`config.mk`:
```
export PLATFORM = sky130hd
export DESIGN_NAME = fcd_top
export DESIGN_NICKNAME = d
export VERILOG_FILES = /design/src/common/fcd_pkg.sv /design/src/core/fcd_in_mem.sv /design/src/core/fcd_top.sv
export SDC_FILE = /design/constraint.sdc
export NUM_CORES = 1
export LEC_CHECK = 0
export BUFFER_PORTS_ARGS = -buffer_cell sky130_fd_sc_hd__buf_2
export CORE_UTILIZATION = 45
export CTS_CLUSTER_DIAMETER = 50
export DETAILED_ROUTE_END_ITERATION = 12
export HOLD_SLACK_MARGIN = 0.08
export SLEW_MARGIN = 20
export SYNTH_ARGS = -nofsm -noshare
export SYNTH_HDL_FRONTEND = slang
export SYNTH_SLANG_ARGS = --single-unit
export TNS_END_PERCENT = 50
```
`constraint.sdc`:
```
create_clock -name pclk -period 7.5 [get_ports pclk]
set_input_delay 1.5 -clock pclk [delete_from_list [all_inputs] [get_ports pclk]]
set_output_delay 1.5 -clock pclk [all_outputs]
set_load 0.01 [all_outputs]
```
`src/common/fcd_pkg.sv`:
```
package fcd_pkg;
    // ************************************************************
    // Register map (byte addresses, one word each)
    // ************************************************************
    localparam logic [7:0] ADDR_INPUT    = 8'h00;
    localparam logic [7:0] ADDR_OUTPUT   = 8'h04;
    localparam logic [7:0] ADDR_CTRL     = 8'h08;
    localparam logic [7:0] ADDR_LENGTH   = 8'h0C;
    localparam logic [7:0] ADDR_TAPBASE  = 8'h10;
    localparam logic [7:0] ADDR_COEFBASE = 8'h14;
    localparam logic [7:0] ADDR_DONE     = 8'h18;
    localparam logic [7:0] ADDR_IRQ_STAT = 8'h1C;
    localparam logic [7:0] ADDR_IRQ_MASK = 8'h20;
    localparam logic [7:0] ADDR_DMA_DONE = 8'h24;
    // ************************************************************
    // Fields and sizes
    // ************************************************************
    localparam int          DATA_W       = 24;
    localparam int          IN_DEPTH     = 4;
    localparam int          CTRL_EN_BIT  = 0;
    localparam int          DONE_CH0_BIT = 0;
    localparam int          DONE_CH1_BIT = 1;
    localparam int          IRQ_IN_BIT   = 0;
    localparam int          IRQ_OUT_BIT  = 1;
    localparam int          IRQ_CH0_BIT  = 2;
    localparam int          IRQ_CH1_BIT  = 3;
    localparam logic [11:0] LEN_RESET    = 12'h000;
    localparam logic [1:0]  MEM_INDEX_W  = 2'h2;
endpackage

```
`src/core/fcd_in_mem.sv`:
```
module fcd_in_mem
    import fcd_pkg::*;
(
    input  wire logic              pclk,
    input  wire logic              wr_en,
    input  wire logic [1:0]        wr_idx,
    input  wire logic [DATA_W-1:0] wr_data,
    input  wire logic [1:0]        rd_idx,
    output logic      [DATA_W-1:0] rd_data
);
    logic [DATA_W-1:0] mem_q [IN_DEPTH];

    always_ff @(posedge pclk) begin
        if (wr_en) begin
            mem_q[wr_idx] <= wr_data;
        end
        rd_data <= mem_q[rd_idx];
    end
endmodule // fcd_in_mem

```
`src/core/fcd_top.sv`:
```
// Function
// RULE1: Raise input-empty request so channel 0 loads input words.
// RULE2: Channel 0 delivers four words per request, the input depth.
// RULE3: Channel 0 source uses block mode with offset one.
// RULE4: Channel 0 destination stays fixed on the input register.
// RULE5: Channel 0 reads X memory; all filter registers decode in Y I/O.
// RULE6: Raise output-full request whenever a result waits; channel 1 drains.
// RULE7: Channel 1 source fixed, destination post-increments by one.
// RULE8: Channel 1 reads Y I/O space, writes X memory.
// RULE9: Program source, destination, count, offset, then control.
// RULE10: Done status bits 0 and 1 set when channel 0 or 1 completes.
// RULE11: Write length and bases first, then control with enable set.
// RULE12: Writing zero to control places the block in individual reset.
// RULE13: Length register holds filter length minus one.
// RULE14: Block mode counter splits words and blocks minus one.
// RULE15: Single-word counter holds total transfers minus one.
// RULE16: Drop input request when full, output request once read. The code drops the input request as soon as the store is not empty.
// RULE17: In individual reset, requests stay low and nothing processes.
//
// Register access over APB and the placing of the registers were decided locally.
module fcd_top
    import fcd_pkg::*;
(
    input  wire logic        pclk,
    input  wire logic        presetn,
    input  wire logic        psel,
    input  wire logic        penable,
    input  wire logic        pwrite,
    input  wire logic [7:0]  paddr,
    input  wire logic [31:0] pwdata,
    output logic      [31:0] prdata,
    output logic             pready,
    output logic             pslverr,
    input  wire logic        ch0_last_stored,
    input  wire logic        ch1_last_stored,
    output logic             input_empty_request,
    output logic             output_full_request,
    output logic             irq
);
    // ************************************************************
    // Bus decode
    // ************************************************************
    logic acc;
    logic wr;
    logic rd;
    logic mapped;
    assign acc = psel & penable;
    assign wr  = acc & pwrite;
    assign rd  = acc & ~pwrite;

    function automatic logic is_addr(input logic [7:0] a,
                                     input logic [7:0] ref_a);
        return a == ref_a;
    endfunction

    // Every register sits in the block's own I/O space; the DMA reaches
    // the input and output words through the same decode as software.
    always_comb begin // RULE5
        mapped = paddr <= ADDR_DMA_DONE && paddr[1:0] == 2'h0;
    end

    // ************************************************************
    // Registers and datapath state
    // ************************************************************
    logic              en_q, en_d;
    logic [11:0]       len_q, len_d;
    logic [DATA_W-1:0] tap_q, tap_d, coef_q, coef_d;
    logic [2:0]        fill_q, fill_d;
    logic [1:0]        wix_q, wix_d, rix_q, rix_d;
    logic [1:0]        tapn_q, tapn_d;
    logic [DATA_W-1:0] acc_q, acc_d, res_q, res_d;
    logic              full_q, full_d;
    logic [1:0]        done_q, done_d;
    logic [3:0]        ist_q, ist_d, imask_q, imask_d;
    logic [31:0]       prdata_d;
    logic              req_in_q, req_out_q, irq_q;
    logic [DATA_W-1:0] rd_word;
    logic              in_wr, out_rd, drain;
    logic              in_wr_q;

    assign in_wr  = wr & is_addr(paddr, ADDR_INPUT) & en_q & fill_q < 3'h4;
    assign out_rd = rd & is_addr(paddr, ADDR_OUTPUT) & full_q;
    // A word written at the last edge is not yet in the read register,
    // so it waits one cycle; a full result slot throttles the feed.
    assign drain  = en_q & ~full_q & (fill_q > {2'h0, in_wr_q});

    fcd_in_mem u_mem (
        .pclk    (pclk),
        .wr_en   (in_wr),
        .wr_idx  (wix_q),
        .wr_data (pwdata[DATA_W-1:0]),
        .rd_idx  (rix_d),
        .rd_data (rd_word)
    );

    always_comb begin
        en_d    = en_q;
        len_d   = len_q;
        tap_d   = tap_q;
        coef_d  = coef_q;
        imask_d = imask_q;
        fill_d  = fill_q;
        wix_d   = wix_q;
        rix_d   = rix_q;
        tapn_d  = tapn_q;
        acc_d   = acc_q;
        res_d   = res_q;
        full_d  = full_q;
        done_d  = done_q;
        ist_d   = ist_q;
        if (wr & is_addr(paddr, ADDR_LENGTH)) begin // RULE13
            len_d = pwdata[11:0];
        end
        if (wr & is_addr(paddr, ADDR_TAPBASE)) begin
            tap_d = pwdata[DATA_W-1:0];
        end
        if (wr & is_addr(paddr, ADDR_COEFBASE)) begin
            coef_d = pwdata[DATA_W-1:0];
        end
        if (wr & is_addr(paddr, ADDR_IRQ_MASK)) begin
            imask_d = pwdata[3:0];
        end
        if (in_wr) begin // RULE2
            wix_d = wix_q + 2'h1;
        end
        if (drain) begin
            rix_d = rix_q + 2'h1;
        end
        fill_d = fill_q + {2'h0, in_wr} - {2'h0, drain};
        // Simple running accumulate; the arithmetic itself is a stand-in.
        if (drain) begin
            acc_d = acc_q + rd_word;
            if (tapn_q == len_q[1:0]) begin
                res_d  = acc_q + rd_word;
                full_d = 1'b1; // RULE6
                acc_d  = '0;
                tapn_d = 2'h0;
            end else begin
                tapn_d = tapn_q + 2'h1;
            end
        end
        if (out_rd) begin // RULE16
            full_d = 1'b0;
        end
        if (wr & is_addr(paddr, ADDR_DONE)) begin
            done_d = done_q & ~pwdata[1:0];
        end
        // Completion set wins over a clear in the same cycle.
        if (ch0_last_stored) begin // RULE10
            done_d[DONE_CH0_BIT] = 1'b1;
        end
        if (ch1_last_stored) begin // RULE10
            done_d[DONE_CH1_BIT] = 1'b1;
        end
        if (wr & is_addr(paddr, ADDR_IRQ_STAT)) begin
            ist_d = ist_q & ~pwdata[3:0];
        end
        ist_d = ist_d | {ch1_last_stored, ch0_last_stored,
                         req_out_q, req_in_q};
        if (wr & is_addr(paddr, ADDR_CTRL)) begin // RULE11
            en_d = pwdata[CTRL_EN_BIT];
            if (pwdata == 32'h0000_0000) begin // RULE12
                fill_d = 3'h0;
                wix_d  = 2'h0;
                rix_d  = 2'h0;
                tapn_d = 2'h0;
                acc_d  = '0;
                full_d = 1'b0;
            end
        end
    end

    always_comb begin
        prdata_d = 32'h0000_0000;
        // Read data is taken in the setup cycle so it stands with pready.
        if (psel & ~penable & ~pwrite) begin
            unique case (paddr)
                ADDR_OUTPUT:   prdata_d[DATA_W-1:0] = res_q;
                ADDR_CTRL:     prdata_d[0] = en_q;
                ADDR_LENGTH:   prdata_d[11:0] = len_q;
                ADDR_TAPBASE:  prdata_d[DATA_W-1:0] = tap_q;
                ADDR_COEFBASE: prdata_d[DATA_W-1:0] = coef_q;
                ADDR_DONE:     prdata_d[1:0] = done_q;
                ADDR_IRQ_STAT: prdata_d[3:0] = ist_q;
                ADDR_IRQ_MASK: prdata_d[3:0] = imask_q;
                ADDR_DMA_DONE: prdata_d[2:0] = fill_q;
                default:       prdata_d = 32'h0000_0000;
            endcase
        end
    end

    // ************************************************************
    // State registers
    // ************************************************************
    always_ff @(posedge pclk or negedge presetn) begin
        if (!presetn) begin
            en_q      <= 1'b0;
            len_q     <= LEN_RESET;
            tap_q     <= '0;
            coef_q    <= '0;
            imask_q   <= 4'h0;
            fill_q    <= 3'h0;
            wix_q     <= 2'h0;
            rix_q     <= 2'h0;
            tapn_q    <= 2'h0;
            acc_q     <= '0;
            res_q     <= '0;
            full_q    <= 1'b0;
            done_q    <= 2'h0;
            ist_q     <= 4'h0;
            prdata    <= 32'h0000_0000;
            pready    <= 1'b0;
            pslverr   <= 1'b0;
            req_in_q  <= 1'b0;
            req_out_q <= 1'b0;
            irq_q     <= 1'b0;
            in_wr_q   <= 1'b0;
        end else begin
            en_q      <= en_d;
            len_q     <= len_d;
            tap_q     <= tap_d;
            coef_q    <= coef_d;
            imask_q   <= imask_d;
            fill_q    <= fill_d;
            wix_q     <= wix_d;
            rix_q     <= rix_d;
            tapn_q    <= tapn_d;
            acc_q     <= acc_d;
            res_q     <= res_d;
            full_q    <= full_d;
            done_q    <= done_d;
            ist_q     <= ist_d;
            prdata    <= prdata_d;
            pready    <= psel & ~penable;
            pslverr   <= psel & ~penable & ~mapped;
            // Request only when the store is wholly empty, so each DMA
            // burst of four always finds room.
            req_in_q  <= en_d & fill_d == 3'h0; // RULE1 RULE17
            req_out_q <= en_d & full_d; // RULE6 RULE17
            irq_q     <= |(ist_d & imask_d);
            in_wr_q   <= in_wr;
        end
    end

    assign input_empty_request = req_in_q;
    assign output_full_request = req_out_q;
    assign irq                 = irq_q;
endmodule // fcd_top

```
==> run metrics <==
status finished with violations; failing checks DRC; final worst-path cycle share 54.7%; Worst Hold End done_q[1]; post-DP HPWL 18700 µm; post-synthesis cell type count 65; Post-CTS Setup Bufs 0; # IOs 84; initial antenna violation count 0; share of the synthesized area in the top cell type 32.9%; Clk pin slew, worst setup/hold paths 0.06 ns; crit-path max cell delay 0.67 ns; Worst setup EP type register; CP required 7.88 ns; DR vias 7717; Netlist Area Pre-Place 12100 µm²; leading area contributor after synthesis dfrtp_1; drt wl/cell 20.8 µm; Synth Register Bits 279; chip height 166 µm; FF-to-FF End u_mem.rd_data[18]; largest cells by area after synthesis dfrtp_1 33%, edfxtp_1 24%, mux2_2 6.9%; Initial Utilization 46.2%; busiest grt layer met1; most common cell in the netlist dfrtp_1; P_int 2630 µW; crit path launch type input port; Worst Hold Depth 1; post-layout net count 1102; Comb power frac 2.2%; Sw Share 21.2%; grt total ovfl 0; Num CTS Buffers 35; Syn Inst Count 933; Slowest-stage cell, CP nor4_2; clock power share 50.1%; GRT Overall Usage 21.3%; final setup vio count 0; Crit path max-delay family simple AND/OR/NAND/NOR gates; Post-synth top cells 159 x dfrtp_1, 96 x edfxtp_1, 76 x nand2_1; Synth Area per Inst 13.0 µm²; final hold vios 0; Reg power frac 47.6%; Die Span X 166 µm; Synth async-reset ratio 57.0%; Post-synth EDFFs 96; die area 27500 µm²; measured slew at the worst slew-check pin 0.986 ns; FMAX 0.244 GHz; Final min period 4.10 ns; std cell rows 59; Via density 5.58; Synth warnings 0; # fillers 2222; Synth Flop Type dfrtp_1; post-route setup TNS 0 ns; DRC Markers 3; Global Route met2 Usage 32.3%; worst reg-to-reg setup slack 4.36 ns; Antenna Cells 0; RePlAce Congestion 0.860; Max VDD drop 0.142 mV; Post-CTS Hold Fix Bufs 0; pin count of the biggest net entering global routing 89; hold_sp done_q[1]; FF-to-FF path depth 11; Crit Path Max Fanout 8; met3 usage 2.76%; Bufs on Longest Clock Path 3; Max-Cap Viols 0; DR pass1 iterations 10; Slew HR 34.3%; FF-to-FF Start fill_q[0]; RSZ-0062 raised after global routing no; vias in the first global route 7623; M1 GR Usage 32.4%; Hold Path Class register to register; leakage power total 0.00648 µW; core area 26200 µm²; Slew Limit Fails 0; cts repair resizes 0; worst path bufs/invs 4; Fin Hold WS 0.476 ns; Clock Root Buffer clkbuf_16; clk_lat worst skew 0.51 ns; DRT antenna net count 0; Setup Skew 0.0183 ns; Setup CP Type input port to register; crit-path cells buf_2, nor3_1, nand2_1, nor4_2, inv_1, ha_1, inv_1, ha_1, inv_1, fa_1, xnor2_1, a31oi_1, nor2_1; TritonCTS clock tree done; clk sinks 279; share of cells above drive strength 1 21.6%; critical path's most frequent cell inv_1; 1st-iter DRT viols 733; IO buf count 75; Syn-to-layout area delta 15.8%; CTS H-tree lvls 2; Worst EP arrival 4.48 ns; global-route wire length before repair 45100 µm; Net Sw Power 708 µW; WL final 28700 µm; post-synthesis sequential area ratio 60.7%; Power Density 238 nW/µm²
-- power by group through the flow --
stage / Combinational (µW) / Sequential, µW / Clock (µW)
floorplan: 25.3 / 1620 / 0
global placement: 75.9 / 1620 / 0
detailed placement: 76.6 / 1620 / 0
CTS: 76.9 / 1590 / 1710
global route: 84.4 / 1590 / 1770
finish: 75.1 / 1590 / 1670
-- worst max path at each step --
| stage | from | to | slack [ns] | depth (start not counted) |
|---|---|---|---|---|
| global route | paddr[5] | input_empty_request | 3.22 | 13 |
| finish | paddr[1] | input_empty_request | 3.40 | 13 |
| floorplan | paddr[3] | input_empty_request | 3.42 | 13 |
| detailed placement | paddr[1] | input_empty_request | 2.92 | 13 |
| global placement | paddr[5] | input_empty_request | 3.02 | 13 |
| CTS | paddr[1] | input_empty_request | 3.45 | 13 |
-- cell families after synthesis --
kind of cell               after synthesis  share of synthesized area, %
DFF                                    279                          60.7
and+or+nand+nor                        216                          8.56
AOI/OAI and AO/OA                      165                          9.73
muxes                                  149                          13.1
buffers and inverters                   64                          2.37
adders and majority gates               33                          3.54
xor gates and xnor gates                26                          2.00
other                                    1                        0.0310
-- final cells by class --
class                      instances  area, µm²  share of cell area, %
clock inverter                    15        159                   1.13
timing repair buffer              91        502                   3.58
inverter                          18       67.6                  0.482
tap                              335        419                   2.99
multi-input combinational        597       4510                   32.2
clock buffer                      49       1010                   7.22
sequential                       279       7340                   52.4
-- state kept, by name, summed over array words and instances (netlist names), 4 cells and up --
signal	count
acc_q	24
tap_q	24
u_mem.mem_q	96
res_q	24
u_mem.rd_data	24
prdata	24
imask_q	4
coef_q	24
ist_q	4
len_q	12
-- per-stage QoR --
stage / area [µm²] / cells / total power [µW] / setup WS [ns] / utilization, %
floorplan: 12100 / 940 / 1640 / 3.42 / -
global placement: 12800 / 1320 / 1690 / 3.02 / 49.0
detailed placement: 12800 / 1320 / 1700 / 2.92 / 49.0
CTS: 14000 / 1384 / 3380 / 3.45 / 53.5
global route: 14000 / 1384 / 3450 / 3.22 / 53.5
finish: 14000 / 1384 / 3340 / 3.40 / 53.5
-- metal layers --
metal  share of wire (%)  vias to the layer above
met3                 4.7                       44
met5                   0                        -
li1                    -                     3617
met1                  49                     3855
met2                  44                      201
met4                 1.8                        0
-- cell usage in the layout (no fill, tap or decap), types with 6 or more instances in the layout --
master | netlist | layout
ha_1 | 31 | 31
xnor2_1 | 14 | 14
inv_1 | 17 | 17
mux2i_1 | 75 | 75
nand2_1 | 76 | 76
a21oi_1 | 33 | 33
nand3_1 | 9 | 9
buf_2 | 7 | 74
and2_1 | 10 | 10
edfxtp_1 | 96 | 96
nor3_1 | 9 | 9
a21o_1 | 16 | 16
o21a_1 | 7 | 7
buf_4 | 10 | 16
nand2b_1 | 9 | 9
nor2_1 | 61 | 58
conb_1 | 1 | 8
mux2_2 | 74 | 74
clkbuf_16 | 0 | 38
a31oi_1 | 7 | 7
dfxtp_1 | 24 | 24
a22oi_1 | 37 | 37
o21ai_0 | 14 | 14
dfrtp_1 | 159 | 159
a22o_1 | 8 | 8
nand4_1 | 6 | 6
a222oi_1 | 12 | 12
nor4_1 | 7 | 7
clkbuf_1 | 26 | 9
and3_1 | 6 | 6
xor2_1 | 11 | 11
Note: power is estimated with default switching activity, not from simulation.
